## config.mk

```make
export PLATFORM = sky130hd
export DESIGN_NAME = rcf_crc_frame
export DESIGN_NICKNAME = d
export VERILOG_FILES = /design/src/rtl/rcf_pkg.sv /design/src/rtl/rcf_crc_frame.sv /design/src/rtl/rcf_fifo.sv
export SDC_FILE = /design/constraint.sdc
export NUM_CORES = 1
export LEC_CHECK = 0
export ABC_AREA = 0
export BUFFER_PORTS_ARGS = -buffer_cell sky130_fd_sc_hd__buf_2
export CAP_MARGIN = 20
export CORE_MARGIN = 10
export CORE_UTILIZATION = 58
export CTS_BUF_LIST = sky130_fd_sc_hd__clkbuf_4
export CTS_CLUSTER_DIAMETER = 200
export DETAILED_ROUTE_END_ITERATION = 16
export PLACE_DENSITY_LB_ADDON = 0.05
export SYNTH_ARGS = -nofsm -noshare
export SYNTH_HDL_FRONTEND = slang
export SYNTH_SLANG_ARGS = --single-unit
```

## constraint.sdc

```tcl
create_clock -name clk_in -period 3.5 [get_ports clk_in]
set_clock_uncertainty 0.15 [all_clocks]
set_input_delay 0.35 -clock clk_in [delete_from_list [all_inputs] [get_ports clk_in]]
set_output_delay 0.35 -clock clk_in [all_outputs]
set_load 0.1 [all_outputs]
```

## src/rtl/rcf_pkg.sv

```systemverilog
// Constants, types and CRC step shared by the RTU CRC and frame timing block.
// Assumes one system clock; character timing derives from a bit period input.
package rcf_pkg;

    // ------------------------------------------------------------------
    // Widths and buffering
    // ------------------------------------------------------------------
    localparam int          RCF_DATA_W      = 8;
    localparam int          RCF_WORD_W      = 9;
    localparam int          RCF_FIFO_DEPTH  = 16;
    localparam int          RCF_BITCNT_W    = 16;

    // ------------------------------------------------------------------
    // CRC-16 constants
    // ------------------------------------------------------------------
    localparam logic [15:0] RCF_CRC_PRESET  = 16'hFFFF;
    localparam logic [15:0] RCF_CRC_POLY    = 16'hA001;
    localparam logic [15:0] RCF_CRC_GOOD    = 16'h0000;
    localparam logic [2:0]  RCF_SHIFT_FIRST = 3'h0;
    localparam logic [2:0]  RCF_SHIFT_LAST  = 3'h7;

    // ------------------------------------------------------------------
    // Character timing, in bit times, and receive frame length limits in bytes
    // ------------------------------------------------------------------
    localparam int          RCF_CHAR_BITS   = 11;
    localparam int          RCF_RX_GAP_CHAR = 3;
    // Gap counts from a character's start, so one character time more
    localparam logic [5:0]  RCF_RX_GAP_LAST = 6'((RCF_RX_GAP_CHAR + 1) * RCF_CHAR_BITS - 1);
    localparam logic [5:0]  RCF_TX_GAP_LAST = 6'(RCF_CHAR_BITS / 2 - 1);
    localparam logic [7:0]  RCF_RX_MIN_LEN  = 8'h04;
    localparam logic [7:0]  RCF_RX_LEN_MAX  = 8'hFF;

    // ------------------------------------------------------------------
    // Transmit sequencer states
    // ------------------------------------------------------------------
    typedef enum logic [2:0]
    {
        RCF_TX_IDLE   = 3'h0,
        RCF_TX_SHIFT  = 3'h1,
        RCF_TX_NEXT   = 3'h2,
        RCF_TX_CRC_LO = 3'h3,
        RCF_TX_CRC_HI = 3'h4
    } rcf_tx_st_t;

    function automatic logic [15:0] rcf_crc_shift(input logic [15:0] crc);
        logic [15:0] res;
        res = {1'b0, crc[15:1]};
        if (crc[0])
        begin
            res = res ^ RCF_CRC_POLY;
        end
        return res;
    endfunction : rcf_crc_shift

endpackage : rcf_pkg

```

## src/rtl/rcf_crc_frame.sv

```systemverilog
// RTU frame CRC-16 generator and checker with character gap timing.
// Assumes a character-level UART outside: bytes in and out, one per handshake.
//
// Notes on behaviour
// - Received characters stay in one frame while gaps stay under three character times.
// - Transmitted characters follow each other with at most half a character idle unless the buffer runs dry mid-frame, which raises tx_gap_err.
// - Two check characters follow the last data character of every frame at once.
// - The CRC uses generator x^16 + x^15 + x^2 + 1.
// - Feedback pattern is the reversed sixteen bit constant A001.
// - Remainder register is preset to all ones at each frame start.
// - Each byte is XORed into the low register byte before shifting.
// - Exactly eight right shifts are done per byte.
// - A one shifted out applies the feedback XOR; a zero does not.
// - Serially, old LSB feeds bit 15 and taps into bits 13 and 0.
// - After the last data byte the final remainder is sent as check characters.
// - Receiver runs the same CRC over data and check bytes; zero with at least four bytes means good.
// - Multi-byte data goes out leftmost byte first, in buffer order.
// - The first check bit on the line is the CRC least significant bit.
// - Three character times of silence end a frame; next character starts one.
// - A character is start bit, eight data bits, optional parity, stop bit.
// - Check bytes are ordered opposite to data bytes.
module rcf_crc_frame (
    input  wire logic                          clk_in,
    input  wire logic                          sys_rst_in,
    input  wire logic [rcf_pkg::RCF_BITCNT_W-1:0] bit_cycles_in,
    input  wire logic [rcf_pkg::RCF_DATA_W-1:0]   tx_data_in,
    input  wire logic                          tx_last_in,
    input  wire logic                          tx_valid_in,
    output logic                               tx_ready_out,
    output logic      [rcf_pkg::RCF_DATA_W-1:0]   char_data_out,
    output logic                               char_valid_out,
    input  wire logic                          char_ready_in,
    output logic                               tx_done_out,
    output logic                               tx_gap_err_out,
    input  wire logic [rcf_pkg::RCF_DATA_W-1:0]   rx_data_in,
    input  wire logic                          rx_valid_in,
    output logic      [rcf_pkg::RCF_DATA_W-1:0]   rx_data_out,
    output logic                               rx_valid_out,
    output logic                               rx_sof_out,
    output logic                               rx_frame_ok_out,
    output logic                               rx_crc_err_out
);
    import rcf_pkg::*;

    // ------------------------------------------------------------------
    // State record
    // ------------------------------------------------------------------
    typedef struct packed {
        rcf_tx_st_t              tx_st;
        logic [15:0]             tx_crc;
        logic [2:0]              tx_shift;
        logic                    tx_last;
        logic [4:0]              tx_frames;
        logic [5:0]              tx_gap;
        logic [RCF_DATA_W-1:0]   char_data;
        logic                    char_valid;
        logic                    tx_done;
        logic                    tx_gap_err;
        logic [RCF_BITCNT_W-1:0] bit_cnt;
        logic                    bit_tick;
        logic                    rx_active;
        logic [15:0]             rx_crc;
        logic [2:0]              rx_shift;
        logic                    rx_shifting;
        logic [5:0]              rx_gap;
        logic [7:0]              rx_len;
        logic [RCF_DATA_W-1:0]   rx_data;
        logic                    rx_valid;
        logic                    rx_sof;
        logic                    rx_ok;
        logic                    rx_err;
    } rcf_state_t;

    rcf_state_t              q;
    rcf_state_t              d;
    logic                    tx_pop;
    logic                    char_free;
    logic                    push_last;
    logic                    pop_last;
    logic                    tx_start;
    logic                    fifo_ready;
    logic                    fifo_valid;
    logic [RCF_WORD_W-1:0]   fifo_word;

    // ------------------------------------------------------------------
    // Transmit buffer
    // ------------------------------------------------------------------
    rcf_fifo #(
        .WIDTH (RCF_WORD_W),
        .DEPTH (RCF_FIFO_DEPTH)
    ) u_tx_fifo (
        .clk_in        (clk_in),
        .sys_rst_in    (sys_rst_in),
        .in_data_in    ({tx_last_in, tx_data_in}),
        .in_valid_in   (tx_valid_in),
        .in_ready_out  (fifo_ready),
        .out_data_out  (fifo_word),
        .out_valid_out (fifo_valid),
        .out_ready_in  (tx_pop)
    );

    // ------------------------------------------------------------------
    // Next state
    // ------------------------------------------------------------------
    always_comb
    begin
        d            = q;
        tx_pop       = 1'b0;
        d.tx_done    = 1'b0;
        d.tx_gap_err = 1'b0;
        d.rx_valid   = 1'b0;
        d.rx_sof     = 1'b0;
        d.rx_ok      = 1'b0;
        d.rx_err     = 1'b0;

        d.bit_tick = ({1'b0, q.bit_cnt} + 17'h00001 >= {1'b0, bit_cycles_in});
        d.bit_cnt  = d.bit_tick ? '0 : RCF_BITCNT_W'(q.bit_cnt + 1'b1);

        char_free = !q.char_valid || char_ready_in;
        if (q.char_valid && char_ready_in)
        begin
            d.char_valid = 1'b0;
        end

        // start only with a whole frame or a full buffer
        tx_start = (q.tx_frames != 5'h00) || !fifo_ready;

        case (q.tx_st)
            RCF_TX_IDLE:
            begin
                if (fifo_valid && tx_start && char_free)
                begin
                    tx_pop       = 1'b1;
                    d.char_data  = fifo_word[RCF_DATA_W-1:0];
                    d.char_valid = 1'b1;
                    d.tx_last    = fifo_word[RCF_DATA_W];
                    d.tx_crc     = RCF_CRC_PRESET ^ {8'h00, fifo_word[RCF_DATA_W-1:0]};
                    d.tx_shift   = RCF_SHIFT_FIRST;
                    d.tx_gap     = 6'h00;
                    d.tx_st      = RCF_TX_SHIFT;
                end
            end
            RCF_TX_SHIFT:
            begin
                d.tx_crc   = rcf_crc_shift(q.tx_crc);
                d.tx_shift = 3'(q.tx_shift + 1'b1);
                if (q.tx_shift == RCF_SHIFT_LAST)
                begin
                    d.tx_st = RCF_TX_NEXT;
                end
            end
            RCF_TX_NEXT:
            begin
                if (q.tx_last)
                begin
                    if (char_free)
                    begin
                        d.char_data  = q.tx_crc[7:0];
                        d.char_valid = 1'b1;
                        d.tx_st      = RCF_TX_CRC_LO;
                    end
                end
                else if (fifo_valid && char_free)
                begin
                    tx_pop       = 1'b1;
                    d.char_data  = fifo_word[RCF_DATA_W-1:0];
                    d.char_valid = 1'b1;
                    d.tx_last    = fifo_word[RCF_DATA_W];
                    d.tx_crc     = q.tx_crc ^ {8'h00, fifo_word[RCF_DATA_W-1:0]};
                    d.tx_shift   = RCF_SHIFT_FIRST;
                    d.tx_gap     = 6'h00;
                    d.tx_st      = RCF_TX_SHIFT;
                end
                else if (!fifo_valid && q.bit_tick && q.tx_gap <= RCF_TX_GAP_LAST)
                begin
                    d.tx_gap = 6'(q.tx_gap + 1'b1);
                    if (q.tx_gap == RCF_TX_GAP_LAST)
                    begin
                        d.tx_gap_err = 1'b1;
                    end
                end
            end
            RCF_TX_CRC_LO:
            begin
                if (char_free)
                begin
                    d.char_data  = q.tx_crc[15:8];
                    d.char_valid = 1'b1;
                    d.tx_st      = RCF_TX_CRC_HI;
                end
            end
            RCF_TX_CRC_HI:
            begin
                if (char_free)
                begin
                    d.tx_done = 1'b1;
                    d.tx_st   = RCF_TX_IDLE;
                end
            end
            default:
            begin
                d.tx_st = RCF_TX_IDLE;
            end
        endcase

        push_last   = tx_valid_in && fifo_ready && tx_last_in;
        pop_last    = tx_pop && fifo_word[RCF_DATA_W];
        d.tx_frames = 5'(q.tx_frames + {4'h0, push_last} - {4'h0, pop_last});

        // --------------------------------------------------------------
        // Receive side
        // --------------------------------------------------------------
        if (rx_valid_in)
        begin
            d.rx_data     = rx_data_in;
            d.rx_valid    = 1'b1;
            d.rx_gap      = 6'h00;
            d.rx_shift    = RCF_SHIFT_FIRST;
            d.rx_shifting = 1'b1;
            if (!q.rx_active)
            begin
                d.rx_active = 1'b1;
                d.rx_sof    = 1'b1;
                d.rx_len    = 8'h01;
                d.rx_crc    = RCF_CRC_PRESET ^ {8'h00, rx_data_in};
            end
            else
            begin
                d.rx_crc = q.rx_crc ^ {8'h00, rx_data_in};
                if (q.rx_len != RCF_RX_LEN_MAX)
                begin
                    d.rx_len = 8'(q.rx_len + 1'b1);
                end
            end
        end
        else
        begin
            if (q.rx_shifting)
            begin
                d.rx_crc   = rcf_crc_shift(q.rx_crc);
                d.rx_shift = 3'(q.rx_shift + 1'b1);
                if (q.rx_shift == RCF_SHIFT_LAST)
                begin
                    d.rx_shifting = 1'b0;
                end
            end
            if (q.rx_active && q.bit_tick)
            begin
                d.rx_gap = 6'(q.rx_gap + 1'b1);
                if (q.rx_gap == RCF_RX_GAP_LAST)
                begin
                    d.rx_active = 1'b0;
                    if (q.rx_crc == RCF_CRC_GOOD && q.rx_len >= RCF_RX_MIN_LEN)
                    begin
                        d.rx_ok = 1'b1;
                    end
                    else
                    begin
                        d.rx_err = 1'b1;
                    end
                end
            end
        end

        if (sys_rst_in)
        begin
            d       = '0;
            d.tx_st = RCF_TX_IDLE;
        end
    end

    always_ff @(posedge clk_in)
    begin
        q <= d;
    end

    // ------------------------------------------------------------------
    // Outputs
    // ------------------------------------------------------------------
    assign tx_ready_out    = fifo_ready;
    assign char_data_out   = q.char_data;
    assign char_valid_out  = q.char_valid;
    assign tx_done_out     = q.tx_done;
    assign tx_gap_err_out  = q.tx_gap_err;
    assign rx_data_out     = q.rx_data;
    assign rx_valid_out    = q.rx_valid;
    assign rx_sof_out      = q.rx_sof;
    assign rx_frame_ok_out = q.rx_ok;
    assign rx_crc_err_out  = q.rx_err;
endmodule : rcf_crc_frame

```

## src/rtl/rcf_fifo.sv

```systemverilog
// Synchronous FIFO holding transmit words in a register array.
// Assumes one clock and synchronous active high reset.
module rcf_fifo #(
    parameter int WIDTH = 9,
    parameter int DEPTH = 16
) (
    input  wire logic             clk_in,
    input  wire logic             sys_rst_in,
    input  wire logic [WIDTH-1:0] in_data_in,
    input  wire logic             in_valid_in,
    output logic                  in_ready_out,
    output logic      [WIDTH-1:0] out_data_out,
    output logic                  out_valid_out,
    input  wire logic             out_ready_in
);
    import rcf_pkg::*;

    localparam int AW = $clog2(DEPTH);

    typedef struct packed {
        logic [DEPTH-1:0][WIDTH-1:0] mem;
        logic [AW-1:0]               wr_ptr;
        logic [AW-1:0]               rd_ptr;
        logic [AW:0]                 count;
        logic                        in_ready;
        logic                        out_valid;
    } rcf_fifo_state_t;

    rcf_fifo_state_t q;
    rcf_fifo_state_t d;
    logic            push;
    logic            pop;

    always_comb
    begin
        d    = q;
        push = in_valid_in && q.in_ready;
        pop  = q.out_valid && out_ready_in;
        if (push)
        begin
            d.mem[q.wr_ptr] = in_data_in;
            d.wr_ptr        = AW'(q.wr_ptr + 1'b1);
        end
        if (pop)
        begin
            d.rd_ptr = AW'(q.rd_ptr + 1'b1);
        end
        if (push && !pop)
        begin
            d.count = (AW+1)'(q.count + 1'b1);
        end
        else if (pop && !push)
        begin
            d.count = (AW+1)'(q.count - 1'b1);
        end
        d.in_ready  = (d.count != (AW+1)'(DEPTH));
        d.out_valid = (d.count != '0);
        if (sys_rst_in)
        begin
            d          = '0;
            d.in_ready = 1'b1;
        end
    end

    always_ff @(posedge clk_in)
    begin
        q <= d;
    end

    assign in_ready_out  = q.in_ready;
    assign out_valid_out = q.out_valid;
    assign out_data_out  = q.mem[q.rd_ptr];

endmodule : rcf_fifo

```

Word level (Yosys, flattened, before mapping) --
Index checks and enable logic that the tools add are counted.
Storage, ports and cells: register bits 268, output and inout bits 24
Operators by class: add/sub/neg operators 13, $lt $le $gt $ge 6, equal/unequal tests 20, muxes and demuxes 50, bitwise logic cells 12, reduce and logical (&&, ||, !) cells 45
Operator list (count):
- 144-bit bitwise mux | 1
- 19-bit one-hot mux with 3 select lines | 1
- 9-bit two-way mux | 6
- 16-bit two-way mux | 3
- 23-bit two-way mux | 2
- 20-bit two-way mux | 2
- 9-bit binary-select mux with 4-bit select | 1
- 9-bit demux with 4-bit select | 1
- 8-bit NOT with 16-bit output | 2
- 16-bit by 8-bit bitwise XOR with 16-bit output | 2
- 27-bit two-way mux | 1
- 9-bit one-hot mux with 3 select lines | 1
- 6-bit two-way mux | 4
- 16-bit by 1-bit adder with 17-bit output (second input constant) | 1
- 17-bit by 16-bit >= comparator with 1-bit output | 1
- 16-bit by 1-bit adder with 16-bit output (second input constant) | 1
- 16-bit logical NOT | 1
- 8-bit two-way mux | 2
- 1-bit logical AND | 15
- 15-bit two-way mux | 1
- 3-bit two-way mux | 5
- 3-bit one-hot mux with 5 select lines | 1
- 6-bit by 1-bit adder with 6-bit output (second input constant) | 2
- 1-bit two-way mux | 12
- other kinds (40) | 77

Longest topological paths before layout --
depth after elaboration 11, mapped depth 13, gate-level depth less buffers 12

Cells and area by module --
A second synthesis with hierarchy kept.
Second synthesis, totals: cell total of the unflattened synthesis 1490, area, all modules 12964.9 um^2
Modules (own cells, without submodules):
- rcf_fifo | times used 1, cells each 806, area an instance 7129.3 um^2, sequential area each 3183.1 um^2
- rcf_crc_frame | times used 1, cells each 684, area an instance 5835.6 um^2, sequential area each 2182.1 um^2

Worst setup path before layout --
OpenSTA, ideal clock, no wires.
path type reg2reg, from reg u_tx_fifo.q (netlist bit u_tx_fifo.in_ready_out), to reg q[85] in the netlist's numbering, setup time 0.070 ns, data arrival time 3.211 ns, data required time 3.280 ns, slack 0.068 ns, stages on the path, launching flop included 13, period minus slack after synthesis 3.432 ns, cells stage by stage dfxtp_1 -> and2_1 -> clkbuf_1 -> buf_2 -> nand2_1 -> ha_1 -> inv_1 -> ha_1 -> fa_1 -> a21oi_1 -> nor2_1 -> or3_1 -> a21oi_1
Between the ends: longest elaborated chain between the ends 8, elaborated cells between the ends (all ways) 11, classes of those cells add/sub (2); mux (2); reduce/logical (7)
Ends and longest elaborated chain:
- from (decl) | line rcf_fifo.sv:29 | rcf_fifo_state_t q;
- from (signal assigned) | line rcf_fifo.sv:67 | q <= d;
- parallel branches: the longest is 7 deep, another holds 5-bit by 1-bit adder with 5-bit output
- 5-bit by 1-bit subtractor with 5-bit output (*) | line rcf_crc_frame.sv:208 | d.tx_frames = 5'(q.tx_frames + {4'h0, push_last} - {4'h0, pop_last});
- to (signal assigned) | line rcf_crc_frame.sv:274 | q <= d;
- to (decl) | line rcf_crc_frame.sv:74 | rcf_state_t q;
Mark *: on every way between the ends. A chain may end at the register's enable or synchronous reset.

Worst setup path in the final report --
from reg u_tx_fifo.q[7] in the netlist's numbering, to reg q[85] in the netlist's numbering
Between the ends: longest elaborated chain between the ends 4
Ends and longest elaborated chain:
- 9-bit binary-select mux with 4-bit select | line rcf_fifo.sv:72 | assign out_data_out = q.mem[q.rd_ptr];
- 9-bit two-way mux (implied by the code) | line rcf_fifo.sv:72
- 1-bit logical AND | line rcf_crc_frame.sv:207 | pop_last = tx_pop && fifo_word[RCF_DATA_W];
- 5-bit by 1-bit subtractor with 5-bit output | line rcf_crc_frame.sv:208
Every way passes these cells. The select of a mux whose other input is x is not followed.

==> results.tsv <==
stage	metric	value	unit
run_status	status	complete, no violations	
yosys	synth_ff_type	dfxtp_1	
setup_path	reg2reg_depth	12	
timing	finalCritPeriodShare	97.1	%
clocking	cts_sinks	268	
yosys	ys_ff_latch	268	
global_route	grt_use_total	22.1	%
floorplan	die_area	29300	sq um
yosys	synth_top_area_share	40.5	%
yosys	synth_edf_count	0	
yosys	yosys-top-cells-area	dfxtp_1 41%, mux2i_1 13%, nor2_1 5.1%, nand2_1 4.7%, ha_1 3.8%	
clocking	cts_tree	done	
clocking	clk_pin_slew_worst_paths	60	ps
yosys	yosysMostFrequentCell	dfxtp_1	
yosys	yosysWarnings	0	
floorplan	die_width	171	microns
clocking	clockBufferDepth	3	
global_route	grt_overflow	0	
yosys	synth_compound_area_share	12.1	%
power	ir_drop	276	uV
timing	finalSetupTns	0	ps
detailed_routing	wirelength	32100	microns
power	leakagePower	5.49	nW
setup_path	cp-start-kind	register	
detailed_routing	wl_per_cell	17.1	microns
setup_path	reg2reg_slack	100	ps
floorplan	die_y	171	microns
timing	period_minus_slack	3400	ps
power	powerDensity	568	nW/um^2
timing	hold_viol_final	0	
yosys	synth_fa_ha_area_share	3.93	%
yosys	synth_simple_gate_area_share	18.8	%
hold_path	hp-class	input port to register	
layout	nFillCells	1928	
yosys	syn_avg_cell_area	9.10	sq um
yosys	netlist_instances	1455	
layout	drive_gt1_share	18.1	%
layout	utilization	65.5	%
setup_path	rr_endpoint	q[85]$_SDFF_PP0_	
global_route	grt_pass1_vias	10400	
timing	worst-slew-pin-transition	1070	ps
setup_path	r2r_start	u_tx_fifo.q[7]$_SDFFE_PP0P_	
global_route	grt_pass1_wl	52900	microns
layout	area_growth	11.7	%
detailed_routing	route.detailed.drc	0	
layout	design_area	14800	sq um
placed_design	place_inst	1724	
global_route	grt_max_degree	102	
yosys	async_flop_share	0	%
global_route	antenna_found_initial	1	
timing	setup_ws	100	ps
yosys	syn_nets	1534	
placed_design	place_ws	8.29	ps
setup_path	cp.arrival	3830	ps
clocking	cts_buffers	74	
run	maxCapViolations	0	
layout	final_cells	1879	
yosys	seq_area_frac_synth	40.5	%
placed_design	gp_congestion	0.827	
clocking	clockRootBuffer	clkbuf_4	
yosys	synth_common_cells	268 x dfxtp_1, 180 x nor2_1, 171 x mux2i_1	
placed_design	portBuffers	61	
detailed_routing	vias	10700	
power	power.total	8.41	mW
floorplan	rows	55	
setup_path	cp.required	3930	ps
setup_path	path_max_fanout	4	
yosys	synth_top_family_by_area	simple AND/OR/NAND/NOR gates	
floorplan	io_pins	62	
placed_design	hpwl	20600	microns
detailed_routing	first_pass_iters	5	
timing	hold_slack	45.1	ps
setup_path	critPathCaptureType	register	
yosys	synth_xor_area_share	2.84	%
clocking	insertion_delay	680	ps
hold_path	hold_path_end	rx_data_out[4]$_SDFFE_PP0P_	
floorplan	start_util	58.6	%
yosys	synth.mux.area_fraction	16.7	%
detailed_routing	viasPerCell	5.67	
yosys	netlist_area	13200	sq um
yosys	synth_area_leader_cell	dfxtp_1	
hold_path	hold_depth	2	
placed_design	dpl_cell_area	13600	sq um
yosys	synth.distinct_cells	75	
setup_path	path_class	register to register	
detailed_routing	ant_nets	0	
layout	final_nets	1619	
timing	setup_viol	0	
timing	slew_violations	0	
timing	slew_headroom	28.3	%
clocking	cts.htree.levels	3	
hold_path	min_from	sys_rst_in	
floorplan	core-area	22600	sq um
setup_path	crit_start	u_tx_fifo.q[7]$_SDFFE_PP0P_	
detailed_routing	drt-initial-drc-count	878	
timing	fmax	0.294	GHz
==> area by class of cell <==
type	count	area (sq um)	area share, %
inverter	40	150	1.02
antenna	1	2.50	0.0169
clock inverter	21	140	0.947
sequential	268	5370	36.3
tap	285	357	2.41
clock buffer	108	811	5.48
timing repair buffer	109	752	5.08
multi-input combinational	1047	7210	48.7
==> repair_timing <==
item | CTS | global route
endpoints found under the hold margin | 143 | 0
endpoints found under the setup margin | 1 | 1
gates cloned | 0 | 0
hold buffers | 24 | 0
resized for setup | 1 | 6
buffers inserted | 0 | 1
pin swaps | 0 | 3
==> power by group <==
| part | total, mW | switching (mW) | internal, mW |
|---|---|---|---|
| Sequential | 3.49 | 0.227 | 3.26 |
| Clock | 2.87 | 1.30 | 1.56 |
| Combinational | 2.05 | 1.28 | 0.766 |
| Total | 8.41 | 2.82 | 5.59 |
==> layer usage <==
| layer | wire [microns] | global-route usage, % | part of all wire (%) |
|---|---|---|---|
| met5 | 0 | 0 | 0 |
| met3 | 2060 | 4.49 | 6.4 |
| met4 | 499 | 7.75 | 1.6 |
| met1 | 14700 | 29.4 | 46 |
| met2 | 14900 | 34.9 | 46 |
==> placed cells by master (no fill, tap or decap), types with 27 or more instances in the layout <==
cell      synthesis  routed
dfxtp_1         268     266
nand2_1         164     164
ha_1             40      39
nor2_1          180     180
mux2i_1         171     171
o21ai_0          27      27
inv_1            39      39
buf_2            11      60
a21oi_1          89      88
a22oi_1          28      28
clkbuf_4          0     108
==> worst max-delay path by stage <==
stage                            end  cells past startpoint
finish              q[85]$_SDFF_PP0_                     12
global route        q[85]$_SDFF_PP0_                     12
CTS                 q[85]$_SDFF_PP0_                     12
detailed placement  q[85]$_SDFF_PP0_                     12
global placement    q[85]$_SDFF_PP0_                     12
floorplan           q[85]$_SDFF_PP0_                     12
==> cell families after synthesis <==
family                   after synthesis
AND/OR/NAND/NOR                      514
AO/OA/AOI/OAI                        243
adder cells (fa/ha/maj)               41
buffers and inverters                140
flip-flops                           268
XOR/XNOR                              43
multiplexers                         206
==> state kept, by name, indices dropped and copies added, names as in the netlist <==
name                     count
rx_sof_out                   1
tx_gap_err_out               1
char_valid_out               1
u_tx_fifo.out_valid_out      1
tx_done_out                  1
u_tx_fifo.in_ready_out       1
u_tx_fifo.q                157
rx_frame_ok_out              1
q                           86
char_data_out                8
rx_crc_err_out               1
rx_valid_out                 1
rx_data_out                  8
==> critical path, stage by stage (launching register included) <==
cell,delay (ps)
dfxtp_2,340
buf_6,120
mux4_2,490
mux4_2,520
and3_4,170
ha_1,260
inv_1,40
ha_2,180
fa_2,380
a21oi_2,120
nor2_1,50
or3_1,340
a21oi_1,130
(Power assumes the default switching activity.)
